--- src/hdl/mpfc_consts.svh ---
`ifndef MPFC_CONSTS_SVH
`define MPFC_CONSTS_SVH

// Register byte addresses, one aligned 32-bit word each.
`define MPFC_ADDR_RX_PCP_TYPE 8'h00
`define MPFC_ADDR_RX_PCP_RANGE 8'h04
`define MPFC_ADDR_RX_GPP 8'h08
`define MPFC_ADDR_RX_PPP 8'h0c
`define MPFC_ADDR_CTRL 8'h10
`define MPFC_ADDR_RX_MCAST_LO 8'h14
`define MPFC_ADDR_RX_MCAST_HI 8'h18
`define MPFC_ADDR_TX_GPP_DA_LO 8'h1c
`define MPFC_ADDR_TX_GPP_DA_HI 8'h20
`define MPFC_ADDR_TX_GPP_SA_LO 8'h24
`define MPFC_ADDR_TX_GPP_SA_HI 8'h28
`define MPFC_ADDR_TX_GPP_TYPE 8'h2c
`define MPFC_ADDR_TX_PPP_DA_LO 8'h30
`define MPFC_ADDR_TX_PPP_DA_HI 8'h34
`define MPFC_ADDR_TX_PPP_SA_LO 8'h38
`define MPFC_ADDR_TX_PPP_SA_HI 8'h3c
`define MPFC_ADDR_TX_PPP_TYPE 8'h40
`define MPFC_ADDR_STATUS 8'h44
`define MPFC_ADDR_PAUSE_CNT 8'h48
`define MPFC_ADDR_CTRL_CNT 8'h4c

// Field positions inside the control register.
`define MPFC_CTRL_WAIT_ACK_BIT 0
`define MPFC_CTRL_PASS_CTRL_BIT 1

// Reset values of the settings.
`define MPFC_RST_CTRL_TYPE 16'h8808
`define MPFC_RST_OPCODE_LOW 16'h0000
`define MPFC_RST_OPCODE_HIGH 16'hfff
`define MPFC_RST_PAUSE_OPCODE 16'h0001
`define MPFC_RST_PAUSE_MCAST 48'h0180c2000001
`define MPFC_RST_SRC_ADDR 48'h000000000000
`define MPFC_RST_WAIT_ACK 1'b1
`define MPFC_RST_PASS_CTRL 1'b0

// Bit of the pause request vector that stands for a global pause.
`define MPFC_GLOBAL_BIT 8

`endif

--- src/hdl/mpfc_pkg.sv ---
package mpfc_pkg;

   // Header fields of a received frame, presented for one cycle.
   typedef struct packed {
      logic valid;
      logic [47:0] dest_addr;
      logic [15:0] ethertype;
      logic [15:0] opcode;
      logic [7:0] class_enable;
   } mpfc_rx_hdr_type;

   // Classification result of one received frame.
   typedef struct packed {
      logic valid;
      logic prio_ctrl;
      logic global_pause;
      logic prio_pause;
      logic control;
      logic forward;
   } mpfc_rx_class_type;

   // Request to generate one pause frame.
   typedef struct packed {
      logic valid;
      logic is_prio;
      logic [7:0] class_enable;
   } mpfc_tx_req_type;

   // Header fields of a generated pause frame.
   typedef struct packed {
      logic valid;
      logic is_prio;
      logic [47:0] dest_addr;
      logic [47:0] src_addr;
      logic [15:0] ethertype;
      logic [15:0] opcode;
      logic [7:0] class_enable;
   } mpfc_tx_hdr_type;

   // Address and type fields of one kind of generated pause frame.
   typedef struct packed {
      logic [47:0] dest_addr;
      logic [47:0] src_addr;
      logic [15:0] ethertype;
      logic [15:0] opcode;
   } mpfc_tx_fields_type;

   // All software settings.
   typedef struct packed {
      logic [15:0] pcp_type;
      logic [15:0] pcp_op_low;
      logic [15:0] pcp_op_high;
      logic [15:0] gpp_type;
      logic [15:0] gpp_op;
      logic [15:0] ppp_type;
      logic [15:0] ppp_op;
      logic wait_ack;
      logic pass_ctrl;
      logic [47:0] mcast_addr;
      mpfc_tx_fields_type tx_gpp;
      mpfc_tx_fields_type tx_ppp;
   } mpfc_cfg_type;

   // Whole state of the block.
   typedef struct packed {
      mpfc_cfg_type cfg;
      logic [31:0] rd_data;
      mpfc_rx_class_type rx_class;
      logic [8:0] pause_req;
      logic [15:0] pause_cnt;
      logic [15:0] drop_cnt;
      logic [15:0] ctrl_cnt;
      mpfc_tx_hdr_type tx_hdr;
   } mpfc_state_type;

endpackage

--- src/hdl/mpfc_field_match.sv ---
`timescale 1ns/10ps

// Compares a frame's type and opcode with one configured pair.
module mpfc_field_match #(
   parameter int WIDTH = 16
) (
   input wire logic [WIDTH-1:0] frame_type, // Type field of the frame.
   input wire logic [WIDTH-1:0] frame_op, // Opcode field of the frame.
   input wire logic [WIDTH-1:0] cfg_type, // Configured type value.
   input wire logic [WIDTH-1:0] cfg_op, // Configured opcode value.
   output logic hit // Both fields are equal.
);

   // Both fields must agree exactly.
   assign hit = (frame_type == cfg_type) && (frame_op == cfg_op);

endmodule

--- src/hdl/mpfc_top.sv ---
// Functional notes
// Priority control frames are found by comparing Ethertype with a settable 16-bit value.
// Priority control frames need opcode within the settable inclusive low/high range.
// Global pause means Ethertype and opcode both equal their settable values.
// Priority pause means Ethertype and opcode equal their own settable values.
// With acknowledge wait set, user ack clears pause requests; otherwise ack ignored.
// Control frames are passed to the user when forwarding is set, else dropped.
// Generated global pause carries settable destination, Ethertype and opcode.
// Generated global pause carries a settable source address, default zero.
// Generated priority pause carries its own destination, Ethertype and opcode.
// Generated priority pause carries its own source address, default zero.
// Pause frames must also match the settable multicast destination address.
// Integrating logic keeps all settings steady while the MAC runs.
//
// The register addresses and the strobed register port are this design's own decisions.
`timescale 1ns/10ps
`include "mpfc_consts.svh"

module mpfc_top (
   input wire logic MCLK, // System clock, 40 MHz.
   input wire logic RST_B, // Asynchronous reset, active low.
   input wire logic [7:0] ADDR, // Register byte address.
   input wire logic [31:0] WDATA, // Register write data.
   input wire logic WR_STB, // Register write strobe.
   input wire logic RD_STB, // Register read strobe.
   output logic [31:0] RDATA, // Read data, valid the cycle after RD_STB.
   input wire mpfc_pkg::mpfc_rx_hdr_type RX_HDR, // Received frame header.
   input wire logic [8:0] RX_USER_ACK, // User acknowledge of pause requests.
   output mpfc_pkg::mpfc_rx_class_type RX_CLASS, // Frame classification.
   output logic [8:0] RX_PAUSE_REQ, // Pause requests, bit 8 global.
   input wire mpfc_pkg::mpfc_tx_req_type TX_REQ, // Pause generation request.
   output mpfc_pkg::mpfc_tx_hdr_type TX_HDR // Generated pause header.
);
   import mpfc_pkg::*;

   mpfc_state_type state_r;
   mpfc_state_type state_nxt;
   logic gpp_hit;
   logic ppp_hit;
   logic pcp_type_hit;
   logic pcp_range_hit;
   logic mcast_hit;
   logic prio_ctrl;
   logic is_control;
   logic pause_ok;

   ////////////////////////////////////////////////////////////////////////////
   // Frame classification.
   ////////////////////////////////////////////////////////////////////////////

   // Global pause type and opcode compare.
   mpfc_field_match #(
      .WIDTH(16)
   ) u_gpp_match (
      .frame_type(RX_HDR.ethertype),
      .frame_op(RX_HDR.opcode),
      .cfg_type(state_r.cfg.gpp_type),
      .cfg_op(state_r.cfg.gpp_op),
      .hit(gpp_hit)
   );

   // Priority pause type and opcode compare.
   mpfc_field_match #(
      .WIDTH(16)
   ) u_ppp_match (
      .frame_type(RX_HDR.ethertype),
      .frame_op(RX_HDR.opcode),
      .cfg_type(state_r.cfg.ppp_type),
      .cfg_op(state_r.cfg.ppp_op),
      .hit(ppp_hit)
   );

   // Priority control frames match the type and fall inside the opcode range.
   assign pcp_type_hit = RX_HDR.ethertype == state_r.cfg.pcp_type;
   assign pcp_range_hit = (RX_HDR.opcode >= state_r.cfg.pcp_op_low) &&
                          (RX_HDR.opcode <= state_r.cfg.pcp_op_high);
   assign prio_ctrl = pcp_type_hit && pcp_range_hit;

   // A pause only takes effect when addressed to the pause multicast address.
   assign mcast_hit = RX_HDR.dest_addr == state_r.cfg.mcast_addr;
   assign pause_ok = RX_HDR.valid && mcast_hit;

   // Any of the three kinds makes the frame a control frame.
   assign is_control = prio_ctrl || gpp_hit || ppp_hit;

   ////////////////////////////////////////////////////////////////////////////
   // Next state.
   ////////////////////////////////////////////////////////////////////////////

   // Register writes, register reads, classification, pause and generation.
   always_comb begin
      state_nxt = state_r;

      // Settings are written here; the far side keeps them still while running.
      if (WR_STB) begin
         case (ADDR)
            `MPFC_ADDR_RX_PCP_TYPE: begin
               state_nxt.cfg.pcp_type = WDATA[15:0];
            end
            `MPFC_ADDR_RX_PCP_RANGE: begin
               state_nxt.cfg.pcp_op_low = WDATA[15:0];
               state_nxt.cfg.pcp_op_high = WDATA[31:16];
            end
            `MPFC_ADDR_RX_GPP: begin
               state_nxt.cfg.gpp_type = WDATA[15:0];
               state_nxt.cfg.gpp_op = WDATA[31:16];
            end
            `MPFC_ADDR_RX_PPP: begin
               state_nxt.cfg.ppp_type = WDATA[15:0];
               state_nxt.cfg.ppp_op = WDATA[31:16];
            end
            `MPFC_ADDR_CTRL: begin
               state_nxt.cfg.wait_ack = WDATA[`MPFC_CTRL_WAIT_ACK_BIT];
               state_nxt.cfg.pass_ctrl = WDATA[`MPFC_CTRL_PASS_CTRL_BIT];
            end
            `MPFC_ADDR_RX_MCAST_LO: begin
               state_nxt.cfg.mcast_addr[31:0] = WDATA;
            end
            `MPFC_ADDR_RX_MCAST_HI: begin
               state_nxt.cfg.mcast_addr[47:32] = WDATA[15:0];
            end
            `MPFC_ADDR_TX_GPP_DA_LO: begin
               state_nxt.cfg.tx_gpp.dest_addr[31:0] = WDATA;
            end
            `MPFC_ADDR_TX_GPP_DA_HI: begin
               state_nxt.cfg.tx_gpp.dest_addr[47:32] = WDATA[15:0];
            end
            `MPFC_ADDR_TX_GPP_SA_LO: begin
               state_nxt.cfg.tx_gpp.src_addr[31:0] = WDATA;
            end
            `MPFC_ADDR_TX_GPP_SA_HI: begin
               state_nxt.cfg.tx_gpp.src_addr[47:32] = WDATA[15:0];
            end
            `MPFC_ADDR_TX_GPP_TYPE: begin
               state_nxt.cfg.tx_gpp.ethertype = WDATA[15:0];
               state_nxt.cfg.tx_gpp.opcode = WDATA[31:16];
            end
            `MPFC_ADDR_TX_PPP_DA_LO: begin
               state_nxt.cfg.tx_ppp.dest_addr[31:0] = WDATA;
            end
            `MPFC_ADDR_TX_PPP_DA_HI: begin
               state_nxt.cfg.tx_ppp.dest_addr[47:32] = WDATA[15:0];
            end
            `MPFC_ADDR_TX_PPP_SA_LO: begin
               state_nxt.cfg.tx_ppp.src_addr[31:0] = WDATA;
            end
            `MPFC_ADDR_TX_PPP_SA_HI: begin
               state_nxt.cfg.tx_ppp.src_addr[47:32] = WDATA[15:0];
            end
            `MPFC_ADDR_TX_PPP_TYPE: begin
               state_nxt.cfg.tx_ppp.ethertype = WDATA[15:0];
               state_nxt.cfg.tx_ppp.opcode = WDATA[31:16];
            end
            default: begin
               state_nxt.cfg = state_r.cfg;
            end
         endcase
      end

      // Read data stand for exactly one cycle; unmapped addresses read zero.
      state_nxt.rd_data = 32'h0;
      if (RD_STB) begin
         case (ADDR)
            `MPFC_ADDR_RX_PCP_TYPE: begin
               state_nxt.rd_data = {16'h0, state_r.cfg.pcp_type};
            end
            `MPFC_ADDR_RX_PCP_RANGE: begin
               state_nxt.rd_data = {state_r.cfg.pcp_op_high, state_r.cfg.pcp_op_low};
            end
            `MPFC_ADDR_RX_GPP: begin
               state_nxt.rd_data = {state_r.cfg.gpp_op, state_r.cfg.gpp_type};
            end
            `MPFC_ADDR_RX_PPP: begin
               state_nxt.rd_data = {state_r.cfg.ppp_op, state_r.cfg.ppp_type};
            end
            `MPFC_ADDR_CTRL: begin
               state_nxt.rd_data = {30'h0, state_r.cfg.pass_ctrl, state_r.cfg.wait_ack};
            end
            `MPFC_ADDR_RX_MCAST_LO: begin
               state_nxt.rd_data = state_r.cfg.mcast_addr[31:0];
            end
            `MPFC_ADDR_RX_MCAST_HI: begin
               state_nxt.rd_data = {16'h0, state_r.cfg.mcast_addr[47:32]};
            end
            `MPFC_ADDR_TX_GPP_DA_LO: begin
               state_nxt.rd_data = state_r.cfg.tx_gpp.dest_addr[31:0];
            end
            `MPFC_ADDR_TX_GPP_DA_HI: begin
               state_nxt.rd_data = {16'h0, state_r.cfg.tx_gpp.dest_addr[47:32]};
            end
            `MPFC_ADDR_TX_GPP_SA_LO: begin
               state_nxt.rd_data = state_r.cfg.tx_gpp.src_addr[31:0];
            end
            `MPFC_ADDR_TX_GPP_SA_HI: begin
               state_nxt.rd_data = {16'h0, state_r.cfg.tx_gpp.src_addr[47:32]};
            end
            `MPFC_ADDR_TX_GPP_TYPE: begin
               state_nxt.rd_data = {state_r.cfg.tx_gpp.opcode, state_r.cfg.tx_gpp.ethertype};
            end
            `MPFC_ADDR_TX_PPP_DA_LO: begin
               state_nxt.rd_data = state_r.cfg.tx_ppp.dest_addr[31:0];
            end
            `MPFC_ADDR_TX_PPP_DA_HI: begin
               state_nxt.rd_data = {16'h0, state_r.cfg.tx_ppp.dest_addr[47:32]};
            end
            `MPFC_ADDR_TX_PPP_SA_LO: begin
               state_nxt.rd_data = state_r.cfg.tx_ppp.src_addr[31:0];
            end
            `MPFC_ADDR_TX_PPP_SA_HI: begin
               state_nxt.rd_data = {16'h0, state_r.cfg.tx_ppp.src_addr[47:32]};
            end
            `MPFC_ADDR_TX_PPP_TYPE: begin
               state_nxt.rd_data = {state_r.cfg.tx_ppp.opcode, state_r.cfg.tx_ppp.ethertype};
            end
            `MPFC_ADDR_STATUS: begin
               state_nxt.rd_data = {23'h0, state_r.pause_req};
            end
            `MPFC_ADDR_PAUSE_CNT: begin
               state_nxt.rd_data = {state_r.drop_cnt, state_r.pause_cnt};
            end
            `MPFC_ADDR_CTRL_CNT: begin
               state_nxt.rd_data = {16'h0, state_r.ctrl_cnt};
            end
            default: begin
               state_nxt.rd_data = 32'h0;
            end
         endcase
      end

      // Classification result stands for one cycle per received header.
      state_nxt.rx_class = '0;
      if (RX_HDR.valid) begin
         state_nxt.rx_class.valid = 1'b1;
         state_nxt.rx_class.prio_ctrl = prio_ctrl;
         state_nxt.rx_class.global_pause = gpp_hit;
         state_nxt.rx_class.prio_pause = ppp_hit;
         state_nxt.rx_class.control = is_control;
         state_nxt.rx_class.forward = !is_control || state_r.cfg.pass_ctrl;
      end

      // Counters of control frames seen, qualified pauses and dropped frames.
      if (RX_HDR.valid && is_control) begin
         state_nxt.ctrl_cnt = state_r.ctrl_cnt + 16'h1;
         if (!state_r.cfg.pass_ctrl) begin
            state_nxt.drop_cnt = state_r.drop_cnt + 16'h1;
         end
      end
      if (pause_ok && (gpp_hit || ppp_hit)) begin
         state_nxt.pause_cnt = state_r.pause_cnt + 16'h1;
      end

      // Pause requests: held until acknowledged, or one-cycle pulses.
      if (state_r.cfg.wait_ack) begin
         state_nxt.pause_req = state_r.pause_req & ~RX_USER_ACK;
      end else begin
         state_nxt.pause_req = 9'h0;
      end
      // A new pause sets its bit and wins over an acknowledge in the same cycle.
      if (pause_ok && gpp_hit) begin
         state_nxt.pause_req[`MPFC_GLOBAL_BIT] = 1'b1;
      end
      if (pause_ok && ppp_hit) begin
         state_nxt.pause_req[7:0] = state_nxt.pause_req[7:0] | RX_HDR.class_enable;
      end

      // Generated pause header, one cycle after the request.
      state_nxt.tx_hdr = '0;
      if (TX_REQ.valid) begin
         state_nxt.tx_hdr.valid = 1'b1;
         state_nxt.tx_hdr.is_prio = TX_REQ.is_prio;
         state_nxt.tx_hdr.class_enable = TX_REQ.class_enable;
         if (TX_REQ.is_prio) begin
            state_nxt.tx_hdr.dest_addr = state_r.cfg.tx_ppp.dest_addr;
            state_nxt.tx_hdr.src_addr = state_r.cfg.tx_ppp.src_addr;
            state_nxt.tx_hdr.ethertype = state_r.cfg.tx_ppp.ethertype;
            state_nxt.tx_hdr.opcode = state_r.cfg.tx_ppp.opcode;
         end else begin
            state_nxt.tx_hdr.dest_addr = state_r.cfg.tx_gpp.dest_addr;
            state_nxt.tx_hdr.src_addr = state_r.cfg.tx_gpp.src_addr;
            state_nxt.tx_hdr.ethertype = state_r.cfg.tx_gpp.ethertype;
            state_nxt.tx_hdr.opcode = state_r.cfg.tx_gpp.opcode;
            state_nxt.tx_hdr.class_enable = 8'h0;
         end
      end
   end

   ////////////////////////////////////////////////////////////////////////////
   // State register.
   ////////////////////////////////////////////////////////////////////////////

   // Reset loads the default settings and clears all activity.
   always_ff @(posedge MCLK or negedge RST_B) begin
      if (!RST_B) begin
         state_r <= '0;
         state_r.cfg.pcp_type <= `MPFC_RST_CTRL_TYPE;
         state_r.cfg.pcp_op_low <= `MPFC_RST_OPCODE_LOW;
         state_r.cfg.pcp_op_high <= `MPFC_RST_OPCODE_HIGH;
         state_r.cfg.gpp_type <= `MPFC_RST_CTRL_TYPE;
         state_r.cfg.gpp_op <= `MPFC_RST_PAUSE_OPCODE;
         state_r.cfg.ppp_type <= `MPFC_RST_CTRL_TYPE;
         state_r.cfg.ppp_op <= `MPFC_RST_PAUSE_OPCODE;
         state_r.cfg.wait_ack <= `MPFC_RST_WAIT_ACK;
         state_r.cfg.pass_ctrl <= `MPFC_RST_PASS_CTRL;
         state_r.cfg.mcast_addr <= `MPFC_RST_PAUSE_MCAST;
         state_r.cfg.tx_gpp.dest_addr <= `MPFC_RST_PAUSE_MCAST;
         state_r.cfg.tx_gpp.src_addr <= `MPFC_RST_SRC_ADDR;
         state_r.cfg.tx_gpp.ethertype <= `MPFC_RST_CTRL_TYPE;
         state_r.cfg.tx_gpp.opcode <= `MPFC_RST_PAUSE_OPCODE;
         state_r.cfg.tx_ppp.dest_addr <= `MPFC_RST_PAUSE_MCAST;
         state_r.cfg.tx_ppp.src_addr <= `MPFC_RST_SRC_ADDR;
         state_r.cfg.tx_ppp.ethertype <= `MPFC_RST_CTRL_TYPE;
         state_r.cfg.tx_ppp.opcode <= `MPFC_RST_PAUSE_OPCODE;
      end else begin
         state_r <= state_nxt;
      end
   end

   // Outputs come straight from the state register.
   assign RDATA = state_r.rd_data;
   assign RX_CLASS = state_r.rx_class;
   assign RX_PAUSE_REQ = state_r.pause_req;
   assign TX_HDR = state_r.tx_hdr;

endmodule

--- config.mk ---
export PLATFORM = sky130hd
export DESIGN_NAME = mpfc_top
export DESIGN_NICKNAME = d
export VERILOG_FILES = /design/src/hdl/mpfc_pkg.sv /design/src/hdl/mpfc_field_match.sv /design/src/hdl/mpfc_top.sv
export VERILOG_INCLUDE_DIRS = /design/src /design/src/hdl
export SDC_FILE = /design/constraint.sdc
export NUM_CORES = 1
export LEC_CHECK = 0
export ABC_AREA = 1
export BUFFER_PORTS_ARGS = -buffer_cell sky130_fd_sc_hd__clkbuf_2
export CAP_MARGIN = 40
export CORE_ASPECT_RATIO = 1.2
export CORE_MARGIN = 2
export CORE_UTILIZATION = 52
export DETAILED_ROUTE_END_ITERATION = 8
export PLACE_DENSITY = 0.75
export SYNTH_ARGS = -nofsm -noshare
export SYNTH_HDL_FRONTEND = slang
export SYNTH_SLANG_ARGS = --single-unit
--- constraint.sdc ---
create_clock -name MCLK -period 2.3 [get_ports MCLK]
set_clock_uncertainty 0.15 [all_clocks]
set_input_delay 0.345 -clock MCLK [delete_from_list [all_inputs] [get_ports MCLK]]
set_output_delay 0.345 -clock MCLK [all_outputs]
set_load 0.01 [all_outputs]
==> out/results.ini <==
[pwr]
total_power_w=0.0259
power.share.switching_pct=25.9
internal_power_w=0.0192
p_clk_share_pct=43.4
p_seq_share_pct=47.4
vdd_drop_max_uv=564
p_leak_nw=19.0
cellPowerDensity_nw_per_um2=668
pwr-share-comb_pct=9.2
p_sw_w=0.00671

[setup_path]
worst-path-max-fanout=8
r2r-start=state_r[634]
cp_data_required_time_ns=2.65
worstSetupEndpointType=flop
max_stage_delay_ns=0.36
start_kind=flop
r2r_end=state_r[155]
cp.arrival_ns=2.73
reg2reg_depth=12
crit_type=reg2reg
worstPathCellList=inv_1, ha_1, nand4_1, nor2_1, nand2_1, a21oi_2, nand2_4, nand2_8, buf_12, nand3_4, nand2_2, nand2_1
cp_common_cell=nand2_1
crit_slowest_cell=dfrtp_1
reg2reg_slack_ns=-0.08

[timing]
worst_pin_slew_ns=0.621
hold_violations=0
finalSetupTns_ns=-1.07
worst_slack_ns=-0.0778
fin_crit_sh_pct=103
period_minus_slack_ns=2.38
rsz0062_at_grt=true
drv_slew=0
relSlewSlack_pct=58.2
fmaxAchievable_mhz=421
setup_violations=22

[route]
dr.first_iter.drc_count=4174
wl_mm=124
viasPerCell=5.71
first_pass_iters=6
remaining_drc_errors=0
dr_total_vias=30500
route.antenna.remaining_nets=0
wire_per_inst_um=23.2

[grt]
grt_max_degree=90
grt_antenna_before_repair=4
grt_usage_pct=38.4
grt_pass1_vias=28800
overflow=0
grt_pass1_wl_mm=182

[clocking]
path_clk_slew_ns=0.06
clk_latency_ns=0.62
cts_tree=yes
clk_path_buf_depth=3
cts_root_buf=clkbuf_16
numCtsBuffers=68
htree_levels=3
clock_sinks=651

[outcome]
violations=negative setup slack
status=finished with violations

[logic_synthesis]
synthSimpleGateAreaFrac_pct=21.8
synth-compound-area-share_pct=13.2
yosysWarnings=0
ys_types=40
yosys-mux-area-fraction_pct=0
synth_top_family_by_area=simple AND/OR/NAND/NOR gates
async_flop_share_pct=100
syn_area_um2=32500
syn_avg_cell_area_um2=7.91
synth-xor-area-share_pct=2.37
synth_edf_count=0
syn_inst=4110
seq_area_frac_synth_pct=50.3
ys.flop_type=dfrtp_1
synthAdderAreaFrac_pct=1.35
postSynthNetCount=4297
synth-seq-cells=651

[finish]
num-nets-final=4659
final_layout_size_suffix_gt1_share_pct=19.7
nFillCells=5384
areaGrowthSynthToFinish_pct=19.4
final_util_pct=62.7

[floorplanning]
initial_core_util_pct=52.5
ios=337
dieArea_um2=64500
rows=100
core_um2=61900
dieWidth_um=232
die_y_um=278

[worst_hold_path]
min_path_type=in2reg
worstHoldPathCells=4
whs_endpoint=TX_HDR[13]
hold_start=TX_REQ[8]

[placement]
hpwl_mm=91.6
numPortBuffers=336
gp_congestion=1.05

[run]
max_cap_violations=0

-- layout by cell type, fill, tap and decap left out, types with 25 or more instances in the layout --
| cell | Yosys | final |
|---|---|---|
| a21oi_1 | 102 | 97 |
| nand2_1 | 1158 | 1139 |
| nor2_1 | 392 | 383 |
| nand4_1 | 56 | 56 |
| dlygate4sd3_1 | 0 | 27 |
| nand2_2 | 9 | 25 |
| clkbuf_16 | 0 | 72 |
| o21ai_0 | 650 | 647 |
| buf_12 | 0 | 50 |
| o22ai_1 | 45 | 45 |
| ha_1 | 35 | 29 |
| nand3_1 | 85 | 84 |
| inv_1 | 356 | 349 |
| buf_4 | 192 | 244 |
| dfrtp_1 | 601 | 601 |
| clkbuf_2 | 0 | 333 |
| dfstp_2 | 50 | 50 |
| xor2_1 | 71 | 71 |
-- worst max-delay path, delay by kind of cell (launching register included) --
kind | cells | cell delay [ns]
AOI/OAI and AO/OA | 1 | 0.18
buffers and inverters | 2 | 0.25
and+or+nand+nor | 8 | 0.97
DFF | 1 | 0.36
adders and majority gates | 1 | 0.33
-- how the worst max path moves through the flow --
stage                 start            to  slack, ns  cells after the start
3_5_place_dp   state_r[612]  state_r[155]      -0.29                     15
5_1_grt        state_r[621]  state_r[160]      -0.16                     16
3_3_place_gp   state_r[612]  state_r[168]      -0.29                     15
6_report       state_r[634]  state_r[155]      -0.08                     12
2_1_floorplan  state_r[612]  state_r[159]       0.15                     16
4_1_cts        state_r[604]  state_r[168]      -0.06                     17
-- power by group through the flow --
stage	clock [W]	sequential, W	combinational (W)
floorplan	0	0.0123	0.00117
detailed placement	0	0.0125	0.00225
finish	0.0113	0.0123	0.00238
global route	0.0118	0.0123	0.00261
CTS	0.0113	0.0123	0.00231
global placement	0	0.0125	0.00221
-- cell usage after synthesis, types with 2 or more instances --
library cell | instances | area [µm²]
nand2_1 | 1158 | 4350
o21ai_0 | 650 | 3250
dfrtp_1 | 601 | 15000
nor2_1 | 392 | 1470
inv_1 | 356 | 1340
buf_4 | 192 | 1440
clkbuf_1 | 155 | 582
a21oi_1 | 102 | 510
nand3_1 | 85 | 425
xor2_1 | 71 | 622
nand4_1 | 56 | 350
dfstp_2 | 50 | 1310
o22ai_1 | 45 | 282
ha_1 | 35 | 438
nor3_1 | 24 | 120
buf_2 | 22 | 110
or2_2 | 18 | 113
xnor2_1 | 17 | 149
a22o_1 | 12 | 105
inv_2 | 12 | 45.0
nand2_2 | 9 | 56.3
o21ai_1 | 8 | 40.0
o2111ai_1 | 6 | 52.6
nand3b_1 | 5 | 37.5
clkinv_1 | 4 | 15.0
buf_6 | 3 | 33.8
nor3_2 | 3 | 30.0
nor3_4 | 3 | 48.8
o2bb2ai_1 | 3 | 26.3
and3_1 | 2 | 12.5
or2_1 | 2 | 12.5
-- cell type report --
| class | count | area, µm² | area share (%) |
|---|---|---|---|
| Timing Repair Buffer | 662 | 4910 | 12.7 |
| Clock buffer | 99 | 2020 | 5.21 |
| Timing Repair inverter | 1 | 7.51 | 0.0193 |
| Antenna cell | 1 | 2.50 | 0.00645 |
| Inverter | 372 | 1410 | 3.63 |
| Multi-Input combinational cell | 2716 | 12800 | 33.1 |
| Sequential cell | 651 | 16400 | 42.1 |
| Clock inverter | 23 | 238 | 0.613 |
| Tap cell | 816 | 1020 | 2.63 |
-- sequential cells by signal (all words and copies together) (netlist names) --
| signal | cells |
|---|---|
| RDATA | 32 |
| RX_CLASS | 6 |
| RX_PAUSE_REQ | 9 |
| TX_HDR | 138 |
| state_r | 466 |
-- layer usage --
metal | vias to the layer above | routed length [µm] | global-route usage [%]
met1 | 14500 | 47200 | 51.9
met5 | - | 40 | 0
met4 | 6 | 8090 | 21.7
li1 | 13700 | - | -
met3 | 389 | 15200 | 10.5
met2 | 1974 | 53400 | 55.7
-- cells by family after synthesis --
| kind of cell | count (synthesis) |
|---|---|
| XOR/XNOR | 88 |
| AO/OA/AOI/OAI | 830 |
| AND/OR/NAND/NOR | 1762 |
| buffers and inverters | 744 |
| flip-flops | 651 |
| adder cells (fa/ha/maj) | 35 |
-- per-stage QoR --
stage | hold WS, ns | cells | instance area, µm² | setup WS, ns
after detailed placement | 0.163 | 5184 | 35900 | -0.291
after global routing | 0.0701 | 5341 | 38800 | -0.164
final | 0.0446 | 5341 | 38800 | -0.0778
after global placement | 0.159 | 5184 | 35900 | -0.290
after floorplan | -0.101 | 4110 | 32500 | 0.153
after CTS | 0.0261 | 5338 | 38600 | -0.0626
-- repair_timing --
item,in CTS,in global routing
hold buffers,27,0
pin swaps,14,13
resized for setup,28,42
hold endpoints to repair,228,0
endpoints found under the setup margin,37,50
setup buffers,1,2
cloned,4,1
Note: power is estimated with default switching activity, not from simulation.
